===== src/amp_diag_pkg.sv =====
// Shared constants and carriers for the amplifier diagnostic control block
package amp_diag_pkg;

  // Timing figures in their own units and derived cycle counts at 100 MHz
  localparam int unsigned CLK_HZ          = 100_000_000;
  localparam int unsigned SETTLE_MS       = 500;
  localparam int unsigned EVAL_MIN_MS     = 300;
  localparam int unsigned EVAL_MAX_MS     = 1000;
  localparam int unsigned SIG_GOOD_MS     = 300;
  localparam int unsigned VOFS_PERSIST_MS = 90;
  localparam int unsigned SETTLE_CYC      = SETTLE_MS * (CLK_HZ / 1000);
  localparam int unsigned EVAL_MIN_CYC    = EVAL_MIN_MS * (CLK_HZ / 1000);
  localparam int unsigned EVAL_MAX_CYC    = EVAL_MAX_MS * (CLK_HZ / 1000);
  localparam int unsigned SIG_GOOD_CYC    = SIG_GOOD_MS * (CLK_HZ / 1000);
  localparam int unsigned VOFS_CYC        = VOFS_PERSIST_MS * (CLK_HZ / 1000);

  // Field positions of the detector control byte
  localparam int unsigned CTL_OL_START  = 0;
  localparam int unsigned CTL_HPF_EN    = 2;
  localparam int unsigned CTL_IOFS_START = 3;
  // Field positions of the routing, skip config and threshold bytes
  localparam int unsigned ROUTE_VOFS    = 7;
  localparam int unsigned ROUTE_TW_LO   = 4;
  localparam int unsigned SKIP_CFG_LO   = 4;
  localparam logic [1:0]  SKIP_CFG_ON   = 2'h1;
  localparam int unsigned THR_IOFS_LO   = 3;
  localparam int unsigned THR_OL_SEL    = 6;
  // Status bit positions of the offset and load status byte
  localparam int unsigned ST_OL_FOUND   = 0;
  localparam int unsigned ST_OL_VALID   = 1;
  localparam int unsigned ST_OL_DONE    = 2;
  localparam int unsigned ST_VOFS       = 3;
  localparam int unsigned ST_IOFS_FOUND = 5;
  localparam int unsigned ST_IOFS_DONE  = 6;
  localparam int unsigned ST_INOFS      = 7;
  // Status bit positions of the thermal and skip status byte
  localparam int unsigned ST_SKIP       = 0;
  localparam int unsigned ST_TW_LO      = 4;
  // Reset value of every status byte
  localparam logic [7:0]  STATUS_RST    = 8'h00;

  // Device state machine states as seen by this block
  typedef enum logic [2:0] {
    FSM_STANDBY, FSM_DIAG_SUPPLY, FSM_ECO, FSM_MUTE, FSM_PLAY
  } device_state_e;

  // Analog sense conditions, already qualified by the front end
  typedef struct packed {
    logic       sig_above_thr;  // Input above amplitude threshold
    logic       load_open;      // Average impedance above threshold
    logic       iofs_over;      // Current offset above threshold
    logic       iofs_ready;     // Current offset measurement finished
    logic       in_ofs_over;    // Filtered input offset above -18dBFs
    logic       vofs_fault;     // Feedback pin offset fault
    logic       skip_miss;      // Two consecutive commutations missed
    logic [3:0] tw_level;       // Thermal warning levels four..one
    logic       tsd;            // Shutdown temperature exceeded
  } sense_s;

endpackage


===== src/amp_diagnostic_control.sv =====
// Diagnostic sequencing, filtering and reporting for the amplifier channel
`timescale 1ns/100ps
module amp_diagnostic_control #(
  parameter int unsigned SETTLE_CYC   = amp_diag_pkg::SETTLE_CYC,
  parameter int unsigned EVAL_MIN_CYC = amp_diag_pkg::EVAL_MIN_CYC,
  parameter int unsigned EVAL_MAX_CYC = amp_diag_pkg::EVAL_MAX_CYC,
  parameter int unsigned SIG_GOOD_CYC = amp_diag_pkg::SIG_GOOD_CYC,
  parameter int unsigned VOFS_CYC     = amp_diag_pkg::VOFS_CYC
) (
  input  wire logic                        i_mclk,
  input  wire logic                        i_resetn,
  input  wire logic                        i_ol_start_set,      // Host writes start bit 0
  input  wire logic                        i_iofs_start_set,    // Host writes start bit 3
  input  wire logic                        i_hpf_enable,        // Control bit 2
  input  wire logic                        i_vofs_enable,       // Output offset detector on
  input  wire logic [7:0]                  i_diag_pin_routing_byte,
  input  wire logic [7:0]                  i_skip_detect_config_byte,
  input  wire logic [7:0]                  i_threshold_select_byte,
  input  wire amp_diag_pkg::device_state_e i_device_state,
  input  wire amp_diag_pkg::sense_s        i_sense,             // From analog front end
  output logic [7:0]                       o_detector_control_byte,
  output logic [7:0]                       o_offset_load_status_byte,
  output logic [7:0]                       o_thermal_skip_status_byte,
  output logic                             o_meas_power_on,
  output logic                             o_ol_evaluating,
  output logic                             o_ol_amp_thr_low,    // 40 mFs instead of 67 mFs
  output logic [1:0]                       o_iofs_thr_sel,
  output logic                             o_iofs_measure,
  output logic                             o_hpf_active,
  output logic                             o_power_stage_off,
  output logic                             o_force_supply_diag,
  output logic                             o_diag_open_drain_pin_o,
  output logic                             o_diag_open_drain_pin_oe
);

  // Refuse timing parameters that the counters cannot serve
  if (EVAL_MIN_CYC > EVAL_MAX_CYC || SIG_GOOD_CYC > EVAL_MAX_CYC || VOFS_CYC < 1 ||
      SETTLE_CYC < 1 || EVAL_MIN_CYC < 1) begin : g_bad_timing
    $error("amp_diagnostic_control: inconsistent timing parameters");
  end

  typedef enum logic [1:0] {OL_IDLE, OL_SETTLE, OL_EVAL} ol_state_e;

  ol_state_e   ol_state;
  logic [31:0] ol_cnt;
  logic [31:0] good_cnt;
  logic [31:0] vofs_cnt;
  logic        ol_start;
  logic        iofs_start;
  logic        iofs_running;
  logic        ol_done;
  logic        ol_valid;
  logic        ol_found;
  logic        iofs_done;
  logic        iofs_found;
  logic        vofs_flag;
  logic        in_ofs_flag;
  logic        skip_flag;
  logic [3:0]  tw_flag;
  logic        tsd_latched;

  // Decoded conditions
  wire logic in_play     = (i_device_state == amp_diag_pkg::FSM_PLAY);
  wire logic in_mute     = (i_device_state == amp_diag_pkg::FSM_MUTE);
  wire logic mute_play   = in_play || in_mute;
  wire logic ol_abort    = (ol_state != OL_IDLE) && !in_play;
  wire logic sig_good    = (good_cnt >= SIG_GOOD_CYC);
  wire logic eval_end    = (ol_state == OL_EVAL) && ((ol_cnt >= EVAL_MAX_CYC - 1) ||
                           (sig_good && ol_cnt >= EVAL_MIN_CYC - 1));
  wire logic ol_finish   = eval_end && in_play;
  wire logic iofs_finish = iofs_running && i_sense.iofs_ready && mute_play;
  wire logic vofs_active = i_vofs_enable && mute_play;
  wire logic vofs_fault  = vofs_active && i_sense.vofs_fault;
  wire logic skip_en     = (i_skip_detect_config_byte[amp_diag_pkg::SKIP_CFG_LO +: 2] ==
                            amp_diag_pkg::SKIP_CFG_ON);
  wire logic [2:0] tw_sel = i_diag_pin_routing_byte[amp_diag_pkg::ROUTE_TW_LO +: 3];

  // Open-load test sequence: settle, then evaluate
  always_ff @(posedge i_mclk or negedge i_resetn) begin
    if (!i_resetn) begin
      ol_state <= OL_IDLE;
      ol_cnt   <= 32'h0;
    end else if (ol_abort || ol_finish) begin
      ol_state <= OL_IDLE;
      ol_cnt   <= 32'h0;
    end else begin
      case (ol_state)
        OL_IDLE: begin
          if (ol_start && in_play) begin
            ol_state <= OL_SETTLE;
          end
        end
        OL_SETTLE: begin
          if (ol_cnt >= SETTLE_CYC - 1) begin
            ol_state <= OL_EVAL;
            ol_cnt   <= 32'h0;
          end else begin
            ol_cnt <= ol_cnt + 32'h1;
          end
        end
        default: begin
          ol_cnt <= ol_cnt + 32'h1;
        end
      endcase
    end
  end

  // Time the input spends above the amplitude threshold during evaluation
  always_ff @(posedge i_mclk or negedge i_resetn) begin
    if (!i_resetn) begin
      good_cnt <= 32'h0;
    end else if (ol_state != OL_EVAL) begin
      good_cnt <= 32'h0;
    end else if (i_sense.sig_above_thr && !sig_good) begin
      good_cnt <= good_cnt + 32'h1;
    end
  end

  // Start bits: set by host, cleared by device on completion, the open-load bit also on abort; set wins
  always_ff @(posedge i_mclk or negedge i_resetn) begin
    if (!i_resetn) begin
      ol_start   <= 1'b0;
      iofs_start <= 1'b0;
    end else begin
      if (i_ol_start_set) begin
        ol_start <= 1'b1;
      end else if (ol_finish || ol_abort) begin
        ol_start <= 1'b0;
      end
      if (i_iofs_start_set) begin
        iofs_start <= 1'b1;
      end else if (iofs_finish) begin
        iofs_start <= 1'b0;
      end
    end
  end

  // Open-load results; a new start clears done until the next completion
  always_ff @(posedge i_mclk or negedge i_resetn) begin
    if (!i_resetn) begin
      ol_done  <= 1'b0;
      ol_valid <= 1'b0;
      ol_found <= 1'b0;
    end else if (ol_finish) begin
      ol_done  <= 1'b1;
      ol_valid <= sig_good;
      ol_found <= sig_good && i_sense.load_open;
    end else if (i_ol_start_set || ol_abort) begin
      ol_done <= 1'b0;
    end
  end

  // Current offset single shot, held until mute or play
  always_ff @(posedge i_mclk or negedge i_resetn) begin
    if (!i_resetn) begin
      iofs_running <= 1'b0;
      iofs_done    <= 1'b0;
      iofs_found   <= 1'b0;
    end else if (iofs_finish) begin
      iofs_running <= 1'b0;
      iofs_done    <= 1'b1;
      iofs_found   <= i_sense.iofs_over;
    end else if (iofs_start && mute_play && !iofs_running) begin
      iofs_running <= 1'b1;
      iofs_done    <= 1'b0;
    end
  end

  // Output voltage offset persistence filter
  always_ff @(posedge i_mclk or negedge i_resetn) begin
    if (!i_resetn) begin
      vofs_cnt  <= 32'h0;
      vofs_flag <= 1'b0;
    end else if (!vofs_fault) begin
      vofs_cnt  <= 32'h0;
      vofs_flag <= 1'b0;
    end else if (vofs_cnt >= VOFS_CYC - 1) begin
      vofs_flag <= 1'b1;
    end else begin
      vofs_cnt <= vofs_cnt + 32'h1;
    end
  end

  // Level flags: input offset, skipping, thermal, shutdown
  always_ff @(posedge i_mclk or negedge i_resetn) begin
    if (!i_resetn) begin
      in_ofs_flag <= 1'b0;
      skip_flag   <= 1'b0;
      tw_flag     <= 4'h0;
      tsd_latched <= 1'b0;
    end else begin
      in_ofs_flag <= i_sense.in_ofs_over;
      skip_flag   <= skip_en && i_sense.skip_miss;
      tw_flag     <= i_sense.tw_level;
      tsd_latched <= i_sense.tsd;
    end
  end

  // Diagnostic pin pull-down sources
  wire logic [3:0] tw_route;
  genvar g;
  generate
    for (g = 0; g < 4; g++) begin : g_tw
      assign tw_route[g] = tw_flag[g] && (tw_sel > 3'(g));
    end
  endgenerate
  wire logic pull_vofs = vofs_flag && i_diag_pin_routing_byte[amp_diag_pkg::ROUTE_VOFS];

  // Status and control readback, all from flip-flops except the high-pass bit, taken straight from i_hpf_enable
  always_comb begin
    o_detector_control_byte = amp_diag_pkg::STATUS_RST;
    o_detector_control_byte[amp_diag_pkg::CTL_OL_START]   = ol_start;
    o_detector_control_byte[amp_diag_pkg::CTL_HPF_EN]     = i_hpf_enable;
    o_detector_control_byte[amp_diag_pkg::CTL_IOFS_START] = iofs_start;
    o_offset_load_status_byte = amp_diag_pkg::STATUS_RST;
    o_offset_load_status_byte[amp_diag_pkg::ST_OL_FOUND]   = ol_found;
    o_offset_load_status_byte[amp_diag_pkg::ST_OL_VALID]   = ol_valid;
    o_offset_load_status_byte[amp_diag_pkg::ST_OL_DONE]    = ol_done;
    o_offset_load_status_byte[amp_diag_pkg::ST_VOFS]       = vofs_flag;
    o_offset_load_status_byte[amp_diag_pkg::ST_IOFS_FOUND] = iofs_found;
    o_offset_load_status_byte[amp_diag_pkg::ST_IOFS_DONE]  = iofs_done;
    o_offset_load_status_byte[amp_diag_pkg::ST_INOFS]      = in_ofs_flag;
    o_thermal_skip_status_byte = amp_diag_pkg::STATUS_RST;
    o_thermal_skip_status_byte[amp_diag_pkg::ST_SKIP]        = skip_flag;
    o_thermal_skip_status_byte[amp_diag_pkg::ST_TW_LO +: 4]  = tw_flag;
  end

  // Analog controls and open-drain pin
  assign o_meas_power_on          = (ol_state != OL_IDLE);
  assign o_ol_evaluating          = (ol_state == OL_EVAL);
  assign o_ol_amp_thr_low         = i_threshold_select_byte[amp_diag_pkg::THR_OL_SEL];
  assign o_iofs_thr_sel           = i_threshold_select_byte[amp_diag_pkg::THR_IOFS_LO +: 2];
  assign o_iofs_measure           = iofs_running;
  assign o_hpf_active             = i_hpf_enable;
  assign o_power_stage_off        = tsd_latched;
  assign o_force_supply_diag      = tsd_latched;
  assign o_diag_open_drain_pin_o  = 1'b0;
  assign o_diag_open_drain_pin_oe = pull_vofs || skip_flag || (|tw_route);
endmodule


===== config.mk =====
export PLATFORM = sky130hd
export DESIGN_NAME = amp_diagnostic_control
export DESIGN_NICKNAME = d
export VERILOG_FILES = /design/src/amp_diag_pkg.sv /design/src/amp_diagnostic_control.sv
export SDC_FILE = /design/constraint.sdc
export NUM_CORES = 1
export LEC_CHECK = 0
export ABC_AREA = 1
export ABC_CLOCK_PERIOD_IN_PS = 2800
export BUFFER_PORTS_ARGS = -buffer_cell sky130_fd_sc_hd__buf_4
export CAP_MARGIN = 20
export CORE_MARGIN = 1.5
export CORE_UTILIZATION = 42
export CTS_CLUSTER_DIAMETER = 40
export CTS_CLUSTER_SIZE = 28
export DETAILED_ROUTE_END_ITERATION = 8
export RECOVER_POWER = 100
export SLEW_MARGIN = 20
export SYNTH_ARGS = -nofsm -noshare
export SYNTH_HDL_FRONTEND = slang
export SYNTH_SLANG_ARGS = --single-unit

===== constraint.sdc =====
create_clock -name i_mclk -period 2.8 [get_ports i_mclk]
set_input_delay 0.7 -clock i_mclk [delete_from_list [all_inputs] [get_ports i_mclk]]
set_output_delay 0.7 -clock i_mclk [all_outputs]
set_load 0.1 [all_outputs]

=== Yosys cells after proc, flatten, opt, wreduce, memory -nomap -nowiden ===
Index checks and enable logic that the tools add are counted.

* Add/subtract/negate cells: 3
* $lt $le $gt $ge: 9
* Equal/unequal tests: 11
* Multiplexer cells: 23
* Reductions and logical operators: 38

{| class="wikitable"
|+ Operator list
! cell !! number
|-
| 32-bit 2-to-1 mux || 6
|-
| 32-bit by 1-bit adder with 32-bit output, second input constant || 3
|-
| 32-bit by 25-bit >= comparator with 1-bit output, second input constant || 2
|-
| 32-bit one-hot mux with 2 select lines || 1
|-
| 32-bit by 24-bit >= comparator with 1-bit output, second input constant || 1
|-
| 32-bit by 26-bit >= comparator with 1-bit output, second input constant || 1
|-
| 32-bit by 27-bit >= comparator with 1-bit output, second input constant || 1
|-
| 1-bit logical AND || 19
|-
| 1-bit 2-to-1 mux || 12
|-
| 2-bit nonzero test || 6
|-
| 3-bit by 1-bit greater-than comparator with 1-bit output, second input constant || 2
|-
| 3-bit by 2-bit greater-than comparator with 1-bit output, second input constant || 2
|-
| 1-bit logical OR || 6
|-
| 2-bit 2-to-1 mux || 3
|-
| 2-bit != test, second input constant || 3
|-
| 3-bit != test, second input constant || 2
|-
| 2-bit by 1-bit == test with 1-bit output, second input constant || 2
|-
| 2-bit one-hot mux with 2 select lines || 1
|-
| 4-bit OR reduction || 1
|-
| 3-bit by 2-bit == test with 1-bit output, second input constant || 1
|-
| 3-bit == test, second input constant || 1
|-
| 1-bit zero test || 3
|-
| 3-bit AND reduction || 1
|-
| 3-bit nonzero test || 1
|-
| other kinds (3) || 3
|}

* Register bits: 114
* Input bits: 45
* Output and inout bits: 35

=== Longest topological paths before layout ===
Gate-level depths: netlist of run 1.

* Depth in word-level cells: 8
* Gate-level depth with buffers: 16

=== Worst setup path after synthesis of run 1 ===
No wires, ideal clock.

* Path kind: register to output
* Start: reg tw_flag[2]
* End: out o_diag_open_drain_pin_oe
* Arrival time: 1,991 ps
* Required time: 2,100 ps
* Setup slack: 109 ps
* Stages on the path, launching flop included: 5
* Buffers on the path: 0
* Path through: dfrtp_1 > nand2_1 > inv_1 > o21ai_0 > nand4_1

* Word-level cells in the longest chain between the ends: 3

{| class="wikitable"
|+ Ends and longest elaborated chain
! what !! line !! text
|-
| start, declared || amp_diagnostic_control.sv:59 || <nowiki>logic [3:0] tw_flag;</nowiki>
|-
| start signal, assigned || amp_diagnostic_control.sv:194 || <nowiki>tw_flag <= i_sense.tw_level;</nowiki>
|-
| 1-bit logical AND || amp_diagnostic_control.sv:204 || <nowiki>assign tw_route[g] = tw_flag[g] && (tw_sel > 3'(g));</nowiki>
|-
| 4-bit OR reduction || amp_diagnostic_control.sv:238 || <nowiki>assign o_diag_open_drain_pin_oe = pull_vofs || skip_flag || (|tw_route);</nowiki>
|-
| 1-bit logical OR || amp_diagnostic_control.sv:238 ||
|-
| end, declared || amp_diagnostic_control.sv:33 || <nowiki>output logic o_diag_open_drain_pin_oe</nowiki>
|}

Every way passes these cells.

=== Worst setup path in the final report of run 1 ===
* Start: reg ol_state[1]
* End: out o_ol_evaluating

* Word-level cells in the longest chain between the ends: 1

{| class="wikitable"
|+ Ends and longest elaborated chain
! what !! line !! text
|-
| start, declared || amp_diagnostic_control.sv:44 || <nowiki>ol_state_e ol_state;</nowiki>
|-
| start signal, assigned || amp_diagnostic_control.sv:81 || <nowiki>ol_state <= OL_IDLE;</nowiki>
|-
| start signal, assigned || amp_diagnostic_control.sv:84 || <nowiki>ol_state <= OL_IDLE;</nowiki>
|-
| start signal, assigned || amp_diagnostic_control.sv:90 || <nowiki>ol_state <= OL_SETTLE;</nowiki>
|-
| 2-bit == test || amp_diagnostic_control.sv:230 || <nowiki>assign o_ol_evaluating = (ol_state == OL_EVAL);</nowiki>
|-
| end, declared || amp_diagnostic_control.sv:25 || <nowiki>output logic o_ol_evaluating,</nowiki>
|}

Every way passes these cells.

==> metrics.md, run 1 <==
| Metric | Value |
|---|---|
| Worst hold start | `i_sense[1]` |
| Clock tree sinks | `114` |
| Die W | `128 um` |
| Hold-critical path depth | `1` |
| Worst min path class | `in -> reg` |
| Synth area leaders | `dfrtp_1, nand2_1, nor2_1` |
| Ant diodes | `0` |
| Clk Latency, worst-skew pair | `0.41 ns` |
| Status | `finished, final reports clean` |
| Worst-path clk slew | `0.05 ns` |
| Skew final | `0.00706 ns` |
| Ys flop type | `dfrtp_1` |
| R2R Setup Slk | `0.32 ns` |
| Mux share of post-synthesis cell area | `0%` |
| Final Setup Violations | `0` |
| Core area | `0.0152 sq mm` |
| Setup crit start | `ol_state[1]` |
| IO Pins | `80` |
| Initial antenna violation count | `0` |
| Netlist cell types | `42` |
| Routability cong. | `0.869` |
| Final net count | `946` |
| CP max-delay cell | `clkbuf_2` |
| Synth warn | `0` |
| Clock power frac | `42.2%` |
| Leading cell types by count after synthesis | `nand2_1, dfrtp_1, nor2_1` |
| CTS Buf Count | `17` |
| Area Growth Syn to Fin | `13.0%` |
| DR iter-0 viols | `436` |
| Design area | `0.00738 sq mm` |
| #FFs+latches synth | `114` |
| Reg2reg end | `vofs_cnt[14]` |
| Minimum clock period | `2.51 ns` |
| Compound-Gate Fraction of Synth Area | `8.70%` |
| CP Data Required Time | `2.10 ns` |
| Die Y | `128 um` |
| DR vias | `5527` |
| CTS resizes | `0` |
| Vias in the first global route | `5158` |
| Final Util | `48.5%` |
| Largest family of logic cells by synthesized area | `simple AND/OR/NAND/NOR gates` |
| CP Class | `reg -> out` |
| Post-DP HPWL | `10300 um` |
| Post-Synth Simple-Gate Area | `31.3%` |
| WP buf/inv | `3` |
| Count leader, synth | `nand2_1` |
| Final setup TNS | `0 ns` |
| Final max-slew violation count | `0` |
| CP startpoint kind | `flip-flop` |
| Drt drc | `0` |
| Hold Path Sink | `tw_flag[0]` |
| Initial Util | `43.0%` |
| # Max-Cap Violations | `0` |
| Slew @ Worst Pin | `1.22 ns` |
| Net Switching | `1.75 mW` |
| Clock buffer depth | `2` |
| Total Wirelength | `14500 um` |
| Share of layout cells above drive strength 1 | `10.1%` |
| Synth Area in Adders | `0.766%` |
| Fin crit share | `89.5%` |
| Num rows | `45` |
| Mapped cell area | `0.00653 sq mm` |
| Total track usage | `18.8%` |
| EDFF count, synth | `0` |
| Min Hold Slack | `0.419 ns` |
| Syn Inst Count | `859` |
| Fin. Hold Viols | `0` |
| PD cells | `695 mW/mm^2` |
| Slowest stage delay, CP | `0.50 ns` |
| CP Depth | `4` |
| Sequential element share of the synthesized area | `43.7%` |
| Leakage power | `3.23 nW` |
| Area leader, netlist | `dfrtp_1` |
| Largest net degree at the start of global routing | `47` |
| Max Fanout on Critical Path | `21` |
| Comb pwr share | `22.7%` |
| Overflow after GRT | `0` |
| Hold buffer count at CTS | `0` |
| Placed cell areas | `0.00694 sq mm` |
| Global-route wire length before repair | `24600 um` |
| Root buf cell | `clkbuf_16` |
| Critical path, cell by cell | `inv_1 > nor2_1 > buf_4 > clkbuf_2` |
| Unrepaired setup endpoints after global routing | `false` |
| Crit path DAT | `1.81 ns` |
| Reg power frac | `35.2%` |
| Pre-antenna DRT Iters | `5` |
| Max-Slew Margin vs Limit | `19.2%` |
| Antenna Violating Nets Remaining | `0` |
| Input/output buffers | `45` |
| Mean Syn Cell Area | `7.60 sq um` |
| Die area | `0.0163 sq mm` |
| FF-to-FF path depth | `13` |
| Delay-heaviest family, CP | `buffers and inverters` |
| Worst setup EP type | `primary output` |
| Asr flop ratio synth | `100%` |
| Post-DR wirelength/cell | `13.2 um` |
| Int Power | `3.38 mW` |
| Worst vdd ir | `0.000540 V` |
| Yosys top cell area share | `43.7%` |
| Sw frac | `34.2%` |
| Total power | `5.13 mW` |
| TritonCTS clock tree | `done` |
| Depth of the CTS H-tree | `4` |
| Peak Freq | `399 MHz` |
| Post-CTS Repair Setup Buffers | `0` |
| Xor and xnor area share after synthesis | `4.56%` |
| R2R Path Start | `vofs_cnt[0]` |
| Vias per Instance | `5.03` |
==> how the worst max path moves through the flow <==
stage	end	slack, ns
2_1_floorplan	o_diag_open_drain_pin_oe	0.11
3_3_place_gp	vofs_cnt[5]	0.41
3_5_place_dp	ol_cnt[1]	0.38
4_1_cts	good_cnt[14]	0.42
5_1_grt	vofs_cnt[14]	0.05
6_report	o_ol_evaluating	0.29
==> kinds of logic (layout without fill, tap and decap cells) <==
logic type,count (synthesis),in the layout
other,1,10
xor gates and xnor gates,34,34
and+or+nand+nor,454,454
adders and majority gates,4,4
buffers and inverters,154,196
DFF,114,114
AOI/OAI and AO/OA,98,98
==> sequential cells by signal (all words and copies together), names as in the netlist, 2 cells and up <==
register and cells:
good_cnt 32, ol_state 2, tw_flag 4, vofs_cnt 32, ol_cnt 32
==> layer usage <==
metal	up-vias	wire, um	GRT usage (%)
met5	-	0	0
li1	2838	-	-
met2	115	6590	29.3
met4	0	129	5.49
met3	9	588	4.67
met1	2565	7220	26.0
==> cell usage in the layout (no fill, tap or decap), types with 8 or more instances in the layout <==
master / synthesis / routed
nand2_1: 173 / 175
nor2_1: 107 / 115
dfrtp_1: 114 / 114
inv_1: 100 / 100
nand3_1: 54 / 54
nor3_1: 52 / 52
o21ai_0: 45 / 45
nand4_1: 27 / 27
a21oi_1: 25 / 26
xor2_1: 26 / 26
clkbuf_1: 8 / 24
buf_4: 26 / 19
clkbuf_16: 0 / 17
o31ai_1: 13 / 13
conb_1: 1 / 10
xnor2_1: 8 / 8
nor2_2: 15 / 8
==> stage by stage <==
step | setup WS [ns] | std cells
after floorplan | 0.109 | 868
after global placement | 0.406 | 1066
after detailed placement | 0.382 | 1066
after CTS | 0.420 | 1098
after global routing | 0.0535 | 1098
final | 0.294 | 1098
==> power by group through the flow <==
stage	Combinational, mW	Sequential [mW]	Clock [mW]
2_1_floorplan	0.952	1.89	0
6_report	1.16	1.80	2.16
3_3_place_gp	1.23	1.83	0
5_1_grt	1.26	1.82	2.29
4_1_cts	1.24	1.80	2.21
3_5_place_dp	1.23	1.83	0
==> layout make-up <==
cell class	instances	area, sq um
Timing Repair Buffer	55	329
Clock buffer	21	450
Fill cell	1525	7830
Inverter	109	410
Tap cell	188	235
Multi-Input combinational cell	600	2960
Sequential cell	114	2850
Clock inverter	11	136
Note: power is estimated with default switching activity, not from simulation.
==> inputs of run 2 (changes only) <==
--- a/config.mk
+++ b/config.mk
@@ -15,6 +15,7 @@
 export CTS_CLUSTER_SIZE = 28
 export DETAILED_ROUTE_END_ITERATION = 8
 export RECOVER_POWER = 100
+export SETUP_SLACK_MARGIN = 0.3
 export SLEW_MARGIN = 20
 export SYNTH_ARGS = -nofsm -noshare
 export SYNTH_HDL_FRONTEND = slang
==> run 2 against run 1 <==
  * Critical path depth down 3
  * Sequential power is essentially flat
  * Largest cell class unchanged
  * Critical endpoint is now o_offset_load_status_byte[1]
  * Highest routed layer unchanged
  * Via count increased by 0.49%
  * Utilization increased by 0.68 points
  * Clock-buffer cell count shrank 2
  * Worst hold slack worse by 0.17 ns
  * Total power increased by 4.7%
==> metrics.md, run 2 (synthesis gave the netlist of run 1 again) <==
| Metric | Value |
|---|---|
| Status | `finished, final reports clean` |
| Total power | `5.37 mW` |
| Critical path, cell by cell | `clkbuf_1` |
| Skew final | `0.00858 ns` |
| Leakage power | `3.27 nW` |
| CP max-delay cell | `clkbuf_1` |
| Design area | `0.00748 sq mm` |
| Filler Cell Count | `1560` |
| Min Hold Slack | `0.248 ns` |
| Die Y | `128 um` |
| Total Wirelength | `14400 um` |
| CTS Buf Count | `17` |
| Die area | `0.0163 sq mm` |
| Clock tree sinks | `114` |
| Vias in the first global route | `5257` |
| Post-route insts no fill | `1100` |
| Minimum clock period | `2.40 ns` |
| Max Fanout on Critical Path | `2` |
| Initial Util | `43.0%` |
| Placed cell areas | `0.00694 sq mm` |
| WL met2 | `6620 um` |
| Total track usage | `19.2%` |
| Post-DR wirelength/cell | `13.1 um` |
| Antenna Violating Nets Remaining | `0` |
| Commonest non-fill, non-tap cell in the layout | `nand2_1` |
| Routability cong. | `0.865` |
| Pre-antenna DRT Iters | `6` |
| Max-Slew Margin vs Limit | `16.8%` |
| DR vias | `5554` |
| Worst setup margin | `0.395 ns` |
| Fin. Hold Viols | `0` |
| Post-CTS Repair Setup Buffers | `0` |
| Worst setup EP type | `primary output` |
| Dpl cells | `1068` |
| Peak Freq | `416 MHz` |
| Commonest cells after routing, fill and taps aside | `nand2_1, nor2_1, dfrtp_1` |
| Initial antenna violation count | `0` |
| Drt drc | `0` |
| Crit path DAT | `1.70 ns` |
| Worst-path clk slew | `0.06 ns` |
| Root buf cell | `clkbuf_16` |
| Final max-slew violation count | `0` |
| CP startpoint kind | `flip-flop` |
| Worst vdd ir | `0.000504 V` |
| Largest net degree at the start of global routing | `44` |
| Depth of the CTS H-tree | `4` |
| Final Setup Violations | `0` |
| CP Data Required Time | `2.10 ns` |
| Final setup TNS | `0 ns` |
| Clock buffer depth | `2` |
| Final Util | `49.2%` |
| Core area | `0.0152 sq mm` |
| Setup crit start | `ol_valid` |
| Final net count | `948` |
| Num rows | `45` |
| PD cells | `718 mW/mm^2` |
| Global-route wire length before repair | `24800 um` |
| Share of layout cells above drive strength 1 | `11.1%` |
| Area Growth Syn to Fin | `14.5%` |
| Unrepaired setup endpoints after global routing | `false` |
| Top flop regs | `good_cnt x32, ol_cnt x32, vofs_cnt x32` |
| Top Metal Used | `met4` |
| Vias per Instance | `5.05` |
| Met3 wire len | `546 um` |
| Setup WS pre-CTS | `0.379 ns` |
| Slowest stage delay, CP | `0.89 ns` |
| Die W | `128 um` |
| Post-DP HPWL | `10500 um` |
| Delay-heaviest family, CP | `buffers and inverters` |
| DR iter-0 viols | `338` |
| WP buf/inv | `1` |
| CP Class | `reg -> out` |
| Clk Latency, worst-skew pair | `0.42 ns` |
| IO Pins | `80` |
| Post-Route M1 WL | `7050 um` |
| Fin crit share | `85.9%` |
| Worst min path class | `in -> async` |
| # Max-Cap Violations | `0` |
| TritonCTS clock tree | `done` |
| Slew @ Worst Pin | `1.25 ns` |
| Ant diodes | `0` |
| R2R Path Start | `ol_cnt[0]` |
| Overflow after GRT | `0` |
| Input/output buffers | `45` |
run 2: layer usage:
metal / vias to the layer above / GRT usage (%)
li1: 2844 / -
met1: 2616 / 25.7
met5: - / 0
met2: 77 / 30.5
met3: 17 / 4.38
met4: 0 / 7.07
run 2: repair_timing:
item | in CTS | in global routing
hold buffers | 0 | 0
setup endpoints to repair | 0 | 25
gates resized for setup | 0 | 4
run 2: final timing paths:
path                                                      to  slack [ns]  cells past startpoint
worst max-delay path            o_offset_load_status_byte[1]        0.40                      1
worst min-delay path                             good_cnt[9]        0.25                      1
worst max register to register                    ol_cnt[30]        0.49                     11
max in group asynchronous                         ol_cnt[21]        1.05                      2
min in group i_mclk                               tw_flag[1]        0.40                      1
worst min register to register                     iofs_done        0.48                      2
run 2: where the power goes:
part	total, mW	leakage [nW]	internal (mW)	switching, mW
clock network	2.41	0.311	1.62	0.784
logic	1.17	1.40	0.238	0.929
registers	1.80	1.55	1.73	0.0664
total	5.37	3.27	3.59	1.78
run 2: cell type report:
type                       instances  area, sq um  share of cell area, %
clock buffer                      19          453                   6.06
clock inverter                    13          208                   2.78
inverter                         109          412                   5.50
multi-input combinational        600         2970                   39.7
sequential                       114         2860                   38.2
tap                              188          235                   3.14
timing repair buffer              57          345                   4.62
==> inputs of run 3 (changes only) <==
--- a/config.mk
+++ b/config.mk
@@ -14,7 +14,7 @@
 export CTS_CLUSTER_DIAMETER = 40
 export CTS_CLUSTER_SIZE = 28
 export DETAILED_ROUTE_END_ITERATION = 8
-export RECOVER_POWER = 100
+export RECOVER_POWER = 25
 export SETUP_SLACK_MARGIN = 0.3
 export SLEW_MARGIN = 20
 export SYNTH_ARGS = -nofsm -noshare
==> run 3 against run 2 <==
  * Utilization is 0.76 points higher
  * Clock-buffer cell count stayed put
  * Largest power group unchanged
  * Sequential power hardly changed
  * First-iteration DRC count is 9.2% lower
  * Register-to-register slack better by 0.12 ns
  * Total power is 1.0% higher
  * Die area stayed put
  * Worst hold slack worse by 0.0024 ns
  * Critical path depth is 3 higher
  * Via count is 0.52% lower
  * Critical path type unchanged
==> metrics.md, run 3 (synthesis gave the netlist of run 1 again) <==
| Metric | Value |
|---|---|
| Clk Latency, worst-skew pair | `0.42 ns` |
| IO Pins | `80` |
| Input/output buffers | `45` |
| Fin. Hold Viols | `0` |
| Crit path DAT | `1.65 ns` |
| Antenna Violating Nets Remaining | `0` |
| DR iter-0 viols | `307` |
| Area Growth Syn to Fin | `16.3%` |
| Reg2reg end | `vofs_cnt[10]` |
| Status | `finished, final reports clean` |
| Final Setup Violations | `0` |
| Die W | `128 um` |
| Final setup TNS | `0 ns` |
| Largest net degree at the start of global routing | `44` |
| Clock buffer depth | `2` |
| Initial antenna violation count | `0` |
| Worst setup EP type | `primary output` |
| Core area | `0.0152 sq mm` |
| Share of layout cells above drive strength 1 | `14.6%` |
| Root buf cell | `clkbuf_16` |
| Minimum clock period | `2.35 ns` |
| Worst vdd ir | `0.000509 V` |
| # Max-Cap Violations | `0` |
| Post-DR wirelength/cell | `13.0 um` |
| TritonCTS clock tree | `done` |
| Routability cong. | `0.865` |
| FF-to-FF path depth | `13` |
| Top flop regs | `good_cnt x32, ol_cnt x32, vofs_cnt x32` |
| Total track usage | `19.2%` |
| CP startpoint kind | `flip-flop` |
| Global-route wire length before repair | `24800 um` |
| Commonest non-fill, non-tap cell in the layout | `nand2_1` |
| Depth of the CTS H-tree | `4` |
| Num rows | `45` |
| Leakage power | `3.34 nW` |
| Final max-slew violation count | `0` |
| Vias per Instance | `5.02` |
| Vias in the first global route | `5257` |
| Min Hold Slack | `0.245 ns` |
| Final Util | `50.0%` |
| Die area | `0.0163 sq mm` |
| Ant diodes | `0` |
| CTS Buf Count | `17` |
| Initial Util | `43.0%` |
| Max-Slew Margin vs Limit | `28.9%` |
| Worst min path class | `in -> async` |
| CP Class | `reg -> out` |
| CP Data Required Time | `2.10 ns` |
| R2R Path Start | `vofs_cnt[0]` |
| Commonest cells after routing, fill and taps aside | `nand2_1, dfrtp_1, nor2_1` |
| Skew final | `0.00849 ns` |
| Overflow after GRT | `0` |
| DR vias | `5525` |
| Slew @ Worst Pin | `1.07 ns` |
| Die Y | `128 um` |
| Post-CTS Repair Setup Buffers | `0` |
| PD cells | `714 mW/mm^2` |
| Drt drc | `0` |
| Filler Cell Count | `1535` |
| Pre-antenna DRT Iters | `5` |
| Post-DP HPWL | `10500 um` |
| Post-route insts no fill | `1100` |
| Dpl cells | `1068` |
| Total Wirelength | `14300 um` |
| Clock tree sinks | `114` |
| Peak Freq | `426 MHz` |
| Fin crit share | `83.8%` |
| R2R Setup Slk | `0.61 ns` |
| Final net count | `948` |
| Worst-path clk slew | `0.06 ns` |
| Max Fanout on Critical Path | `21` |
| Unrepaired setup endpoints after global routing | `false` |
==> run 3: final cells by class <==
cell class                      instances  area (sq um)  share of cell area (%)
Clock inverter                         13           208                    2.73
Clock buffer                           19           453                    5.96
Multi-Input combinational cell        600          3010                    39.6
Inverter                              109           412                    5.42
Sequential cell                       114          2860                    37.6
Tap cell                              188           235                    3.10
Timing Repair Buffer                   57           422                    5.55
==> run 3: metrics by stage <==
stage	setup WS (ns)	cell area, sq um	power (mW)
global route	0.324	7590	5.67
CTS	0.429	7600	5.49
detailed placement	0.379	6940	3.07
global placement	0.432	6940	3.06
finish	0.454	7590	5.42
floorplan	0.301	6570	2.84
==> run 3: worst max-delay path by stage <==
stage,from,endpoint,cells past startpoint
3_5_place_dp,i_device_state[0],vofs_cnt[21],10
2_1_floorplan,i_diag_pin_routing_byte[5],o_diag_open_drain_pin_oe,4
4_1_cts,ol_state[0],o_ol_evaluating,3
6_report,ol_state[1],o_ol_evaluating,4
3_3_place_gp,i_device_state[0],vofs_cnt[4],10
5_1_grt,good_cnt[26],good_cnt[14],11
==> run 3: where the power goes <==
group / internal [mW] / leakage [nW] / switching (mW)
Sequential: 1.73 / 1.55 / 0.0672
Combinational: 0.281 / 1.47 / 0.943
Clock: 1.62 / 0.311 / 0.782
==> run 3: repair_timing <==
item                                    CTS  global route
endpoints found under the setup margin    0            25
hold buffers                              0             0
resized for setup                         0             4
==> run 3: routing by layer <==
layer | routed length [um] | global-route usage (%) | vias up
li1 | - | - | 2840
met1 | 7000 | 25.7 | 2604
met2 | 6590 | 30.5 | 63
met3 | 499 | 4.38 | 18
met4 | 228 | 7.07 | 0
met5 | 0 | 0 | -
==> run 3: worst max-delay path: stages (launching register included) <==
cell and delay [ns]:
dfrtp_1 0.36, inv_1 0.12, nor2_2 0.13, buf_4 0.27, buf_4 0.34
